**src/common/dtmc_pkg.sv**
```systemverilog
// dtmc_pkg: register map, field positions and encodings of the dual timer.
// assumes a byte-addressed register port with 16-bit data lanes.
package dtmc_pkg;
  localparam int ADDR_W = 5;
  localparam int DATA_W = 16;
  localparam logic [4:0] OFF_COUNTER_ONE = 5'h00;
  localparam logic [4:0] OFF_RELOAD_ONE = 5'h02;
  localparam logic [4:0] OFF_RELOAD_TWO = 5'h04;
  localparam logic [4:0] OFF_COUNTER_TWO = 5'h06;
  localparam logic [4:0] OFF_PRESCALER = 5'h08;
  localparam logic [4:0] OFF_CLOCK_SELECT = 5'h0a;
  localparam logic [4:0] OFF_MODE_CONTROL = 5'h0c;
  localparam logic [4:0] OFF_INT_CONTROL = 5'h0e;
  localparam logic [4:0] OFF_PEND_CLEAR = 5'h10;
  localparam logic [15:0] PEND_CLEAR_READ = 16'h00ff;
  localparam logic [15:0] UNMAPPED_READ = 16'h0000;
  localparam logic [15:0] PRESET_VALUE = 16'hffff;
  localparam logic [7:0] MODE_CONTROL_RESET = 8'h00;
  localparam logic [4:0] PRESCALER_RESET = 5'h00;
  localparam logic [5:0] CLOCK_SELECT_RESET = 6'h00;
  localparam logic [7:0] INT_CONTROL_RESET = 8'h00;
  localparam int MODE_LSB = 0;
  localparam int POL_A_BIT = 2;
  localparam int POL_B_BIT = 3;
  localparam int EN_A_BIT = 4;
  localparam int EN_B_BIT = 5;
  localparam int OUT_A_BIT = 6;
  localparam int GLOBAL_EN_BIT = 7;
  localparam int SEL_ONE_LSB = 0;
  localparam int SEL_TWO_LSB = 3;
  localparam logic [1:0] MODE_PWM_SYSTEM = 2'h0;
  localparam logic [1:0] MODE_DUAL_CAPTURE = 2'h1;
  localparam logic [1:0] MODE_DUAL_TIMER = 2'h2;
  localparam logic [1:0] MODE_SINGLE_CAPTURE = 2'h3;
  localparam logic [2:0] SRC_STOPPED = 3'h0;
  localparam logic [2:0] SRC_PRESCALED = 3'h1;
  localparam logic [2:0] SRC_PIN_EVENT = 3'h2;
  localparam logic [2:0] SRC_PULSE_ACC = 3'h3;
  localparam logic [2:0] SRC_SLOW = 3'h4;
endpackage : dtmc_pkg

```
**src/hw/dtmc_timer.sv**
```systemverilog
// dtmc_timer: register file and counters of the dual 16-bit timer.
// assumes a single-cycle strobe register port; pins are asynchronous.
//
// The register addresses and the address-and-strobe port were left to the implementer.

// Functional notes
// - counter one value readable and writable
// - counter two value readable and writable
// - reload/capture one readable and writable
// - reload/capture two readable and writable
// - reset leaves counters and reloads alone
// - reset clears mode control
// - two-bit field selects four modes
// - dual capture: pin A edge presets one
// - other modes: pin A is PWM output
// - pin A disabled: ignored, undriven
// - pin B edge presets one or two
// - pin B enable inert in modes 0,2
// - output level bit tracks PWM pin
// - software write beats hardware update; pending bits: a hardware set beats a clear write
// - output level inert while pin A input
// - global disable stops all counting
// - disabled: counter, reload, pending writes ignored
// - disabled: prescaler and pending held zero
// - disabled: pin A released as input
// - three-bit clock source per counter
// - prescaled clock is divide by value+1
// - pending cleared only via clear register, disable or reset
module dtmc_timer (
  input wire logic core_clk,
  input wire logic reset_n,
  input wire logic [4:0] regAddr,
  input wire logic [15:0] regWdata,
  input wire logic regWrite,
  input wire logic regRead,
  output logic [15:0] regRdata,
  input wire logic pinAIn,
  output logic pinAOut,
  output logic pinAOe,
  input wire logic pinBIn,
  input wire logic slowTick,
  output logic [3:0] pendingFlags
);
  logic [15:0] counterOne;
  logic [15:0] counterTwo;
  logic [15:0] reloadOne;
  logic [15:0] reloadTwo;
  logic [7:0] modeControl;
  logic [4:0] prescalerDivisor;
  logic [5:0] clockSelect;
  logic [7:0] intControl;
  logic [1:0] mode;
  logic timerOn;
  logic enA;
  logic enB;
  logic preTick;
  logic pinALevel;
  logic pinAEdge;
  logic pinBLevel;
  logic pinBEdge;
  logic presetAOne;
  logic presetBOne;
  logic presetBTwo;
  logic stepOne;
  logic stepTwo;
  logic wrCounterOne;
  logic wrCounterTwo;
  logic wrReloadOne;
  logic wrReloadTwo;
  logic wrMode;
  logic wrIntCtl;
  logic wrClear;
  logic pwmActive;
  logic hwToggle;
  logic underflowOne;
  logic underflowTwo;
  logic [3:0] hwPendSet;

  assign mode = modeControl[dtmc_pkg::MODE_LSB +: 2];
  assign timerOn = modeControl[dtmc_pkg::GLOBAL_EN_BIT];
  assign enA = modeControl[dtmc_pkg::EN_A_BIT];
  assign enB = modeControl[dtmc_pkg::EN_B_BIT];

  assign wrMode = regWrite && regAddr == dtmc_pkg::OFF_MODE_CONTROL;
  assign wrCounterOne = regWrite && timerOn &&
    regAddr == dtmc_pkg::OFF_COUNTER_ONE;
  assign wrCounterTwo = regWrite && timerOn &&
    regAddr == dtmc_pkg::OFF_COUNTER_TWO;
  assign wrReloadOne = regWrite && timerOn &&
    regAddr == dtmc_pkg::OFF_RELOAD_ONE;
  assign wrReloadTwo = regWrite && timerOn &&
    regAddr == dtmc_pkg::OFF_RELOAD_TWO;
  assign wrIntCtl = regWrite && regAddr == dtmc_pkg::OFF_INT_CONTROL;
  assign wrClear = regWrite && regAddr == dtmc_pkg::OFF_PEND_CLEAR;

  dtmc_prescaler prescaler (
    .core_clk(core_clk),
    .reset_n(reset_n),
    .clear(!timerOn),
    .divisor(prescalerDivisor),
    .tick(preTick)
  );

  dtmc_pin_sync syncA (
    .core_clk(core_clk),
    .reset_n(reset_n),
    .pinIn(pinAIn),
    .risePolarity(modeControl[dtmc_pkg::POL_A_BIT]),
    .level(pinALevel),
    .activeEdge(pinAEdge)
  );

  dtmc_pin_sync syncB (
    .core_clk(core_clk),
    .reset_n(reset_n),
    .pinIn(pinBIn),
    .risePolarity(modeControl[dtmc_pkg::POL_B_BIT]),
    .level(pinBLevel),
    .activeEdge(pinBEdge)
  );

  // pin A preset only in dual capture
  assign presetAOne = timerOn && enA && pinAEdge &&
    mode == dtmc_pkg::MODE_DUAL_CAPTURE;
  // pin B preset target by mode
  assign presetBOne = timerOn && enB && pinBEdge &&
    mode == dtmc_pkg::MODE_DUAL_CAPTURE;
  // no pin B preset in modes 0 and 2
  assign presetBTwo = timerOn && enB && pinBEdge &&
    mode == dtmc_pkg::MODE_SINGLE_CAPTURE;

  function automatic logic src_step(input logic [2:0] sel,
                                    input logic pre,
                                    input logic slow,
                                    input logic edgeB,
                                    input logic levelB,
                                    input logic polB);
    logic r;
    r = 1'b0;
    unique case (sel)
      dtmc_pkg::SRC_STOPPED: r = 1'b0;
      dtmc_pkg::SRC_PRESCALED: r = pre;
      dtmc_pkg::SRC_PIN_EVENT: r = edgeB;
      dtmc_pkg::SRC_PULSE_ACC: r = pre && (levelB == polB);
      dtmc_pkg::SRC_SLOW: r = slow;
      default: r = 1'b0;
    endcase
    return r;
  endfunction : src_step

  assign stepOne = timerOn && src_step(
    clockSelect[dtmc_pkg::SEL_ONE_LSB +: 3], preTick, slowTick,
    pinBEdge, pinBLevel, modeControl[dtmc_pkg::POL_B_BIT]);
  assign stepTwo = timerOn && src_step(
    clockSelect[dtmc_pkg::SEL_TWO_LSB +: 3], preTick, slowTick,
    pinBEdge, pinBLevel, modeControl[dtmc_pkg::POL_B_BIT]);

  assign underflowOne = stepOne && counterOne == 16'h0000;
  assign underflowTwo = stepTwo && counterTwo == 16'h0000;

  // no reset term: counters start unknown
  // counter one: write, preset, count down
  always_ff @(posedge core_clk) begin
    if (wrCounterOne) begin
      counterOne <= regWdata;
    end else if (presetAOne || presetBOne) begin
      counterOne <= dtmc_pkg::PRESET_VALUE;
    end else if (underflowOne && mode != dtmc_pkg::MODE_DUAL_CAPTURE) begin
      counterOne <= reloadOne;
    end else if (stepOne) begin
      counterOne <= counterOne - 16'h0001;
    end
  end

  // counter two: write, preset, count down
  always_ff @(posedge core_clk) begin
    if (wrCounterTwo) begin
      counterTwo <= regWdata;
    end else if (presetBTwo) begin
      counterTwo <= dtmc_pkg::PRESET_VALUE;
    end else if (underflowTwo) begin
      counterTwo <= reloadTwo;
    end else if (stepTwo) begin
      counterTwo <= counterTwo - 16'h0001;
    end
  end

  // reload one, captured on pin A in capture mode
  always_ff @(posedge core_clk) begin
    if (wrReloadOne) begin
      reloadOne <= regWdata;
    end else if (presetAOne) begin
      reloadOne <= counterOne;
    end
  end

  // reload two, captured on pin B in capture modes
  always_ff @(posedge core_clk) begin
    if (wrReloadTwo) begin
      reloadTwo <= regWdata;
    end else if (presetBOne) begin
      reloadTwo <= counterOne;
    end else if (presetBTwo) begin
      reloadTwo <= counterTwo;
    end
  end

  // PWM toggles on counter one underflow
  assign pwmActive = timerOn && enA && mode != dtmc_pkg::MODE_DUAL_CAPTURE;
  assign hwToggle = pwmActive && underflowOne;

  always_ff @(posedge core_clk or negedge reset_n) begin
    if (!reset_n) begin
      modeControl <= dtmc_pkg::MODE_CONTROL_RESET;
    end else if (wrMode) begin
      modeControl <= regWdata[7:0];
    end else if (hwToggle) begin
      modeControl[dtmc_pkg::OUT_A_BIT] <= !modeControl[dtmc_pkg::OUT_A_BIT];
    end
  end

  always_ff @(posedge core_clk or negedge reset_n) begin
    if (!reset_n) begin
      prescalerDivisor <= dtmc_pkg::PRESCALER_RESET;
    end else if (!timerOn) begin
      prescalerDivisor <= dtmc_pkg::PRESCALER_RESET;
    end else if (regWrite && regAddr == dtmc_pkg::OFF_PRESCALER) begin
      prescalerDivisor <= regWdata[4:0];
    end
  end

  // clock select survives a disable; the prescaler and pending bits are cleared
  always_ff @(posedge core_clk or negedge reset_n) begin
    if (!reset_n) begin
      clockSelect <= dtmc_pkg::CLOCK_SELECT_RESET;
    end else if (regWrite && regAddr == dtmc_pkg::OFF_CLOCK_SELECT) begin
      clockSelect <= regWdata[5:0];
    end
  end

  // from bit 0 up: underflow one, pin A, pin B, underflow two
  assign hwPendSet = {underflowTwo, presetBOne || presetBTwo,
                      presetAOne, underflowOne};

  always_ff @(posedge core_clk or negedge reset_n) begin
    if (!reset_n) begin
      intControl <= dtmc_pkg::INT_CONTROL_RESET;
    end else begin
      if (wrIntCtl) begin
        intControl[7:4] <= regWdata[7:4];
      end
      if (!timerOn) begin
        intControl[3:0] <= 4'h0;
      end else begin
        intControl[3:0] <= (intControl[3:0] &
          ~(wrClear ? regWdata[3:0] : 4'h0)) | hwPendSet |
          (wrIntCtl ? regWdata[3:0] : 4'h0);
      end
    end
  end

  assign pendingFlags = intControl[3:0];

  // input use and disable release pin
  assign pinAOe = pwmActive;
  assign pinAOut = pwmActive && modeControl[dtmc_pkg::OUT_A_BIT];

  // register read mux, one cycle latency
  always_ff @(posedge core_clk or negedge reset_n) begin
    if (!reset_n) begin
      regRdata <= 16'h0000;
    end else if (regRead) begin
      unique case (regAddr)
        dtmc_pkg::OFF_COUNTER_ONE: regRdata <= counterOne;
        dtmc_pkg::OFF_COUNTER_TWO: regRdata <= counterTwo;
        dtmc_pkg::OFF_RELOAD_ONE: regRdata <= reloadOne;
        dtmc_pkg::OFF_RELOAD_TWO: regRdata <= reloadTwo;
        dtmc_pkg::OFF_MODE_CONTROL: regRdata <= {8'h00, modeControl};
        dtmc_pkg::OFF_PRESCALER: regRdata <= {11'h000, prescalerDivisor};
        dtmc_pkg::OFF_CLOCK_SELECT: regRdata <= {10'h000, clockSelect};
        dtmc_pkg::OFF_INT_CONTROL: regRdata <= {8'h00, intControl};
        dtmc_pkg::OFF_PEND_CLEAR: regRdata <= dtmc_pkg::PEND_CLEAR_READ;
        default: regRdata <= dtmc_pkg::UNMAPPED_READ;
      endcase
    end
  end

  a_reset_mode: assert property (@(posedge core_clk)
    $rose(reset_n) |-> modeControl == dtmc_pkg::MODE_CONTROL_RESET)
    else $error("mode control not cleared by reset");
  // counters start unknown; watches disabled writes to counter one and reload one only
  a_disabled_write: assert property (@(posedge core_clk)
    disable iff (!reset_n)
    !timerOn && regWrite && (regAddr == dtmc_pkg::OFF_COUNTER_ONE ||
    regAddr == dtmc_pkg::OFF_RELOAD_ONE) |=>
    $stable(counterOne) && $stable(reloadOne))
    else $error("data register changed while disabled");
  a_disabled_count: assert property (@(posedge core_clk)
    disable iff (!reset_n)
    !timerOn |-> !stepOne && !stepTwo && !preTick)
    else $error("counter stepped while disabled");
  a_pend_zero: assert property (@(posedge core_clk)
    disable iff (!reset_n)
    !timerOn |=> intControl[3:0] == 4'h0)
    else $error("pending bits not held at zero");
  a_pin_release: assert property (@(posedge core_clk)
    disable iff (!reset_n)
    (!timerOn || !enA || mode == dtmc_pkg::MODE_DUAL_CAPTURE) |-> !pinAOe)
    else $error("pin A driven while it should be input");
  a_preset_one: assert property (@(posedge core_clk)
    disable iff (!reset_n)
    presetAOne && !wrCounterOne |=> counterOne == dtmc_pkg::PRESET_VALUE)
    else $error("pin A edge did not preset counter one");
  a_preset_two: assert property (@(posedge core_clk)
    disable iff (!reset_n)
    presetBTwo && !wrCounterTwo |=> counterTwo == dtmc_pkg::PRESET_VALUE)
    else $error("pin B edge did not preset counter two");
  a_sw_wins: assert property (@(posedge core_clk)
    disable iff (!reset_n)
    wrMode && hwToggle |=> modeControl == $past(regWdata[7:0]))
    else $error("software write lost to hardware");
  a_pend_sticky: assert property (@(posedge core_clk)
    disable iff (!reset_n)
    timerOn && pendingFlags[0] && !wrClear ##1 timerOn |-> pendingFlags[0])
    else $error("pending bit dropped without clear");
  a_pwm_toggle: assert property (@(posedge core_clk)
    disable iff (!reset_n)
    hwToggle && !wrMode |=> modeControl[dtmc_pkg::OUT_A_BIT] !=
    $past(modeControl[dtmc_pkg::OUT_A_BIT]))
    else $error("output level did not follow underflow");
endmodule : dtmc_timer

```
**src/hw/dtmc_prescaler.sv**
```systemverilog
// dtmc_prescaler: divides core_clk by divisor + 1 into a one-cycle tick.
// assumes clear is held while the timer is disabled.
module dtmc_prescaler (
  input wire logic core_clk,
  input wire logic reset_n,
  input wire logic clear,
  input wire logic [4:0] divisor,
  output logic tick
);
  logic [4:0] phase;

  always_ff @(posedge core_clk or negedge reset_n) begin
    if (!reset_n) begin
      phase <= 5'h00;
    end else if (clear || phase >= divisor) begin
      phase <= 5'h00;
    end else begin
      phase <= phase + 5'h01;
    end
  end

  assign tick = !clear && (phase >= divisor);

  a_tick_divisor: assert property (@(posedge core_clk)
    disable iff (!reset_n)
    tick && !clear ##1 !clear && $stable(divisor) && divisor != 5'h00
    |-> !tick)
    else $error("tick came too soon for divisor");
endmodule : dtmc_prescaler

```
**src/hw/dtmc_pin_sync.sv**
```systemverilog
// dtmc_pin_sync: two-flop synchroniser plus edge detect for one pin.
// assumes the pin is asynchronous to core_clk and idles high on the board.
module dtmc_pin_sync (
  input wire logic core_clk,
  input wire logic reset_n,
  input wire logic pinIn,
  input wire logic risePolarity,
  output logic level,
  output logic activeEdge
);
  logic meta;
  logic stage;
  logic prev;

  always_ff @(posedge core_clk or negedge reset_n) begin
    if (!reset_n) begin
      // idle level after reset, so release shows no false edge
      meta <= 1'b1;
      stage <= 1'b1;
      prev <= 1'b1;
    end else begin
      meta <= pinIn;
      stage <= meta;
      prev <= stage;
    end
  end

  assign level = stage;
  assign activeEdge = risePolarity ? (stage && !prev) : (!stage && prev);
endmodule : dtmc_pin_sync

```
**config.mk**
```make
export PLATFORM = sky130hd
export DESIGN_NAME = dtmc_timer
export DESIGN_NICKNAME = d
export VERILOG_FILES = /design/src/common/dtmc_pkg.sv /design/src/hw/dtmc_timer.sv /design/src/hw/dtmc_prescaler.sv /design/src/hw/dtmc_pin_sync.sv
export SDC_FILE = /design/constraint.sdc
export NUM_CORES = 1
export LEC_CHECK = 0
export ABC_AREA = 1
export ABC_CLOCK_PERIOD_IN_PS = 5100
export BUFFER_PORTS_ARGS = -buffer_cell sky130_fd_sc_hd__buf_2
export CAP_MARGIN = 20
export CORE_MARGIN = 3
export CORE_UTILIZATION = 35
export DETAILED_ROUTE_END_ITERATION = 12
export GPL_ROUTABILITY_DRIVEN = 0
export PLACE_DENSITY = 0.53
export SLEW_MARGIN = 20
export SYNTH_ARGS = -nofsm -noshare
export SYNTH_HDL_FRONTEND = slang
export SYNTH_SLANG_ARGS = --single-unit
```
**constraint.sdc**
```tcl
create_clock -name core_clk -period 5.1 [get_ports core_clk]
set_input_delay 0.255 -clock core_clk [delete_from_list [all_inputs] [get_ports core_clk]]
set_output_delay 0.255 -clock core_clk [all_outputs]
set_load 0.1 [all_outputs]
```
==> flow_summary.toml <==
[status]
status = "finished with violations"
failed_checks = "hold timing"

[floorplan]
die_w_um = 149
core-area_mm2 = 0.0198
die-area_mm2 = 0.0222
initial_utilization_pct = 36.1
chipHeight_um = 149
rows = 51
io_pins = 50

[critical_path]
crit_cells = 11
cp_slowest_stage_delay_ns = 0.54
cp_data_required_time_ns = 5.27
path_class = "reg -> reg"
cp_cell_sequence = "inv_1, ha_1, nand2_1, nor2_2, nand4_1, nor3_2, nand3_2, nand2_1, nand2_1, nor2_1, nor2_1"
cp-end-kind = "flip-flop"
path_delay_family = "simple AND/OR/NAND/NOR gates"
rr_worst_depth = 11
startpoint = "counterTwo[0]"
crit_path_max_fanout = 30
slowest_stage = "nand3_2"
startpoint_type = "flip-flop"
cp.arrival_ns = 3.09
path_common_cell = "nand2_1"
timing.rr.start = "counterTwo[0]"
critPathBufInv = 1

[logic_synthesis]
synth_enable_flop_cells = 64
syn_area_per_cell_um2 = 8.08
ys_top_cells_by_count = "nand2_1, inv_1, o21ai_1, nor2_1, edfxtp_1"
synth_top_area_share_pct = 26.9
synth_top_area_cell = "edfxtp_1"
synth-main-ff-cell = "edfxtp_1"
ys_seq_area_share_pct = 45.9
synthCells = 885
yosysWarnings = 0
yosysMostFrequentCell = "nand2_1"
synth_area_leaders = "edfxtp_1, dfrtp_1, nand2_1"
async_flop_share_pct = 45.8
syn_area_mm2 = 0.00715
syn_nets = 921
synth_cell_type_count = 40
ys_ff_latch = 118

[clocking]
insertion_delay_ns = 0.43
cts_tree = "yes"
cts_setup_buffers = 0
htree_levels = 4
clkTransAtPathRegs_ns = 0.06
clock-root-buffer = "clkbuf_16"
cts_resized = 0
cts_buffers = 17
clockBufferDepth = 2
clock_sinks = 118

[timing]
worstMarginPinSlew_ns = 0.818
setup_viol = 0
hold_violations = 8
relSlewSlack_pct = 45.4
max_freq_mhz = 343
maxSlewViolCount = 0
fin_skew_ns = 0.0111
period_minus_slack_ns = 2.92
fin_crit_sh_pct = 57.2
rsz0062_at_grt = "no"
hold_slack_ns = -0.0259
setup_tns_ns = 0

[detailed_routing]
ant_nets = 0
wire_per_inst_um = 18.8
drtPass1Iterations = 7
drtIter0Drc = 646
vias = 6291
avgViaCountPerCell = 5.23
drc = 0
routed_wl_mm = 22.7

[global_route]
track_usage_pct = 20.8
antenna_found_initial = 0
first_global_vias = 5892
grt_overflow = 0
grt_pass1_wl_mm = 35.1
grt_max_degree = 55

[pwr]
power_w = 0.00268
vdd.ir_drop.worst_uv = 168
p_leak_nw = 3.80
power_density_mw_per_mm2 = 328

[place]
port_buffers = 49
place.detailed.hpwl_mm = 16.3

[finish]
fin_util_pct = 41.2
drive_gt1_share_pct = 14.9
fin_nets = 961
antenna_cells = 0
syn_to_final_growth_pct = 14.0

[min_path]
hold_path_class = "in -> async"

[job]
max-cap-violations = 0
## registers in the layout (all words and copies together) (netlist names), 5 cells and up
signal / cells
reloadTwo: 16
regRdata: 16
reloadOne: 16
counterOne: 16
modeControl: 8
counterTwo: 16
prescaler.phase: 5
clockSelect: 6
prescalerDivisor: 5
intControl: 8
## cells by family (layout without fill, tap and decap cells)
| logic type | count (synthesis) | after routing | synth area share (%) |
|---|---|---|---|
| and+or+nand+nor | 400 | 400 | 24.8 |
| buffers and inverters | 163 | 216 | 10.3 |
| AOI/OAI and AO/OA | 161 | 161 | 13.0 |
| DFF | 118 | 118 | 45.9 |
| xor gates and xnor gates | 25 | 25 | 3.06 |
| muxes | 10 | 10 | 1.58 |
| adders and majority gates | 8 | 8 | 1.40 |
## worst reg2reg max path, delay by kind of cell (launching register included)
kind | cells | cell delay [ns]
and+or+nand+nor | 9 | 1.81
DFF | 1 | 0.46
buffers and inverters | 1 | 0.16
adders and majority gates | 1 | 0.23
## placed cells by master, fill, tap and decap left out, types with 9 or more instances in the layout
master and count:
nand3_1 44, mux2_2 10, dfrtp_1 48, nand4_1 33
buf_2 49, a21oi_1 14, edfxtp_1 64, clkbuf_16 18
o21ai_1 88, inv_1 103, nand2_1 217, nor2_1 81
a221oi_1 9, inv_2 22, o211ai_1 15, o22ai_1 16
xor2_1 21
## where the power goes
part | total [W] | internal (W) | switching, W
sequential | 0.00113 | 0.00107 | 0.0000610
clock | 0.00120 | 0.000766 | 0.000437
combinational | 0.000342 | 0.0000924 | 0.000250
## path summary, 6_finish.rpt
| path | endpoint | slack [ns] |
|---|---|---|
| min reg2reg | syncB.level | 0.35 |
| min in group core_clk | intControl[3] | 0.14 |
| max reg2reg | counterTwo[14] | 2.18 |
| max | counterTwo[14] | 2.18 |
| min | regRdata[10] | -0.03 |
| max in group asynchronous | modeControl[6] | 4.58 |
## routing by layer
metal  vias to the layer above  global-route usage (%)  wire length (µm)
met1                      2938                    30.8             10700
li1                       3062                       -                 -
met5                         -                       0                 0
met3                        38                    4.62              1720
met4                         0                    6.54               436
met2                       253                    30.3              9810
## layout make-up
| type | count | area, µm² |
|---|---|---|
| flip-flops and latches | 118 | 3280 |
| multi-input cells | 604 | 3140 |
| clock inverters | 10 | 98.8 |
| clock buffers | 22 | 485 |
| fillers | 2095 | 11600 |
| inverters | 128 | 513 |
| repair buffers | 56 | 303 |
| well taps | 265 | 332 |
## metrics by stage
stage | hold WS (ns) | std cells | cell area (µm²) | setup slack, ns
finish | -0.0259 | 1203 | 8150 | 2.18
global route | 0.0397 | 1203 | 8150 | 1.95
CTS | 0.0230 | 1203 | 8140 | 1.87
detailed placement | 0.347 | 1169 | 7540 | 1.88
global placement | 0.346 | 1169 | 7540 | 1.98
floorplan | -0.0406 | 885 | 7150 | 2.26
## timing repair
item                                    in CTS  in global routing
endpoints found under the setup margin       0                  0
hold endpoints to repair                     2                  0
hold buffers                                 2                  0
(Power assumes the default switching activity.)
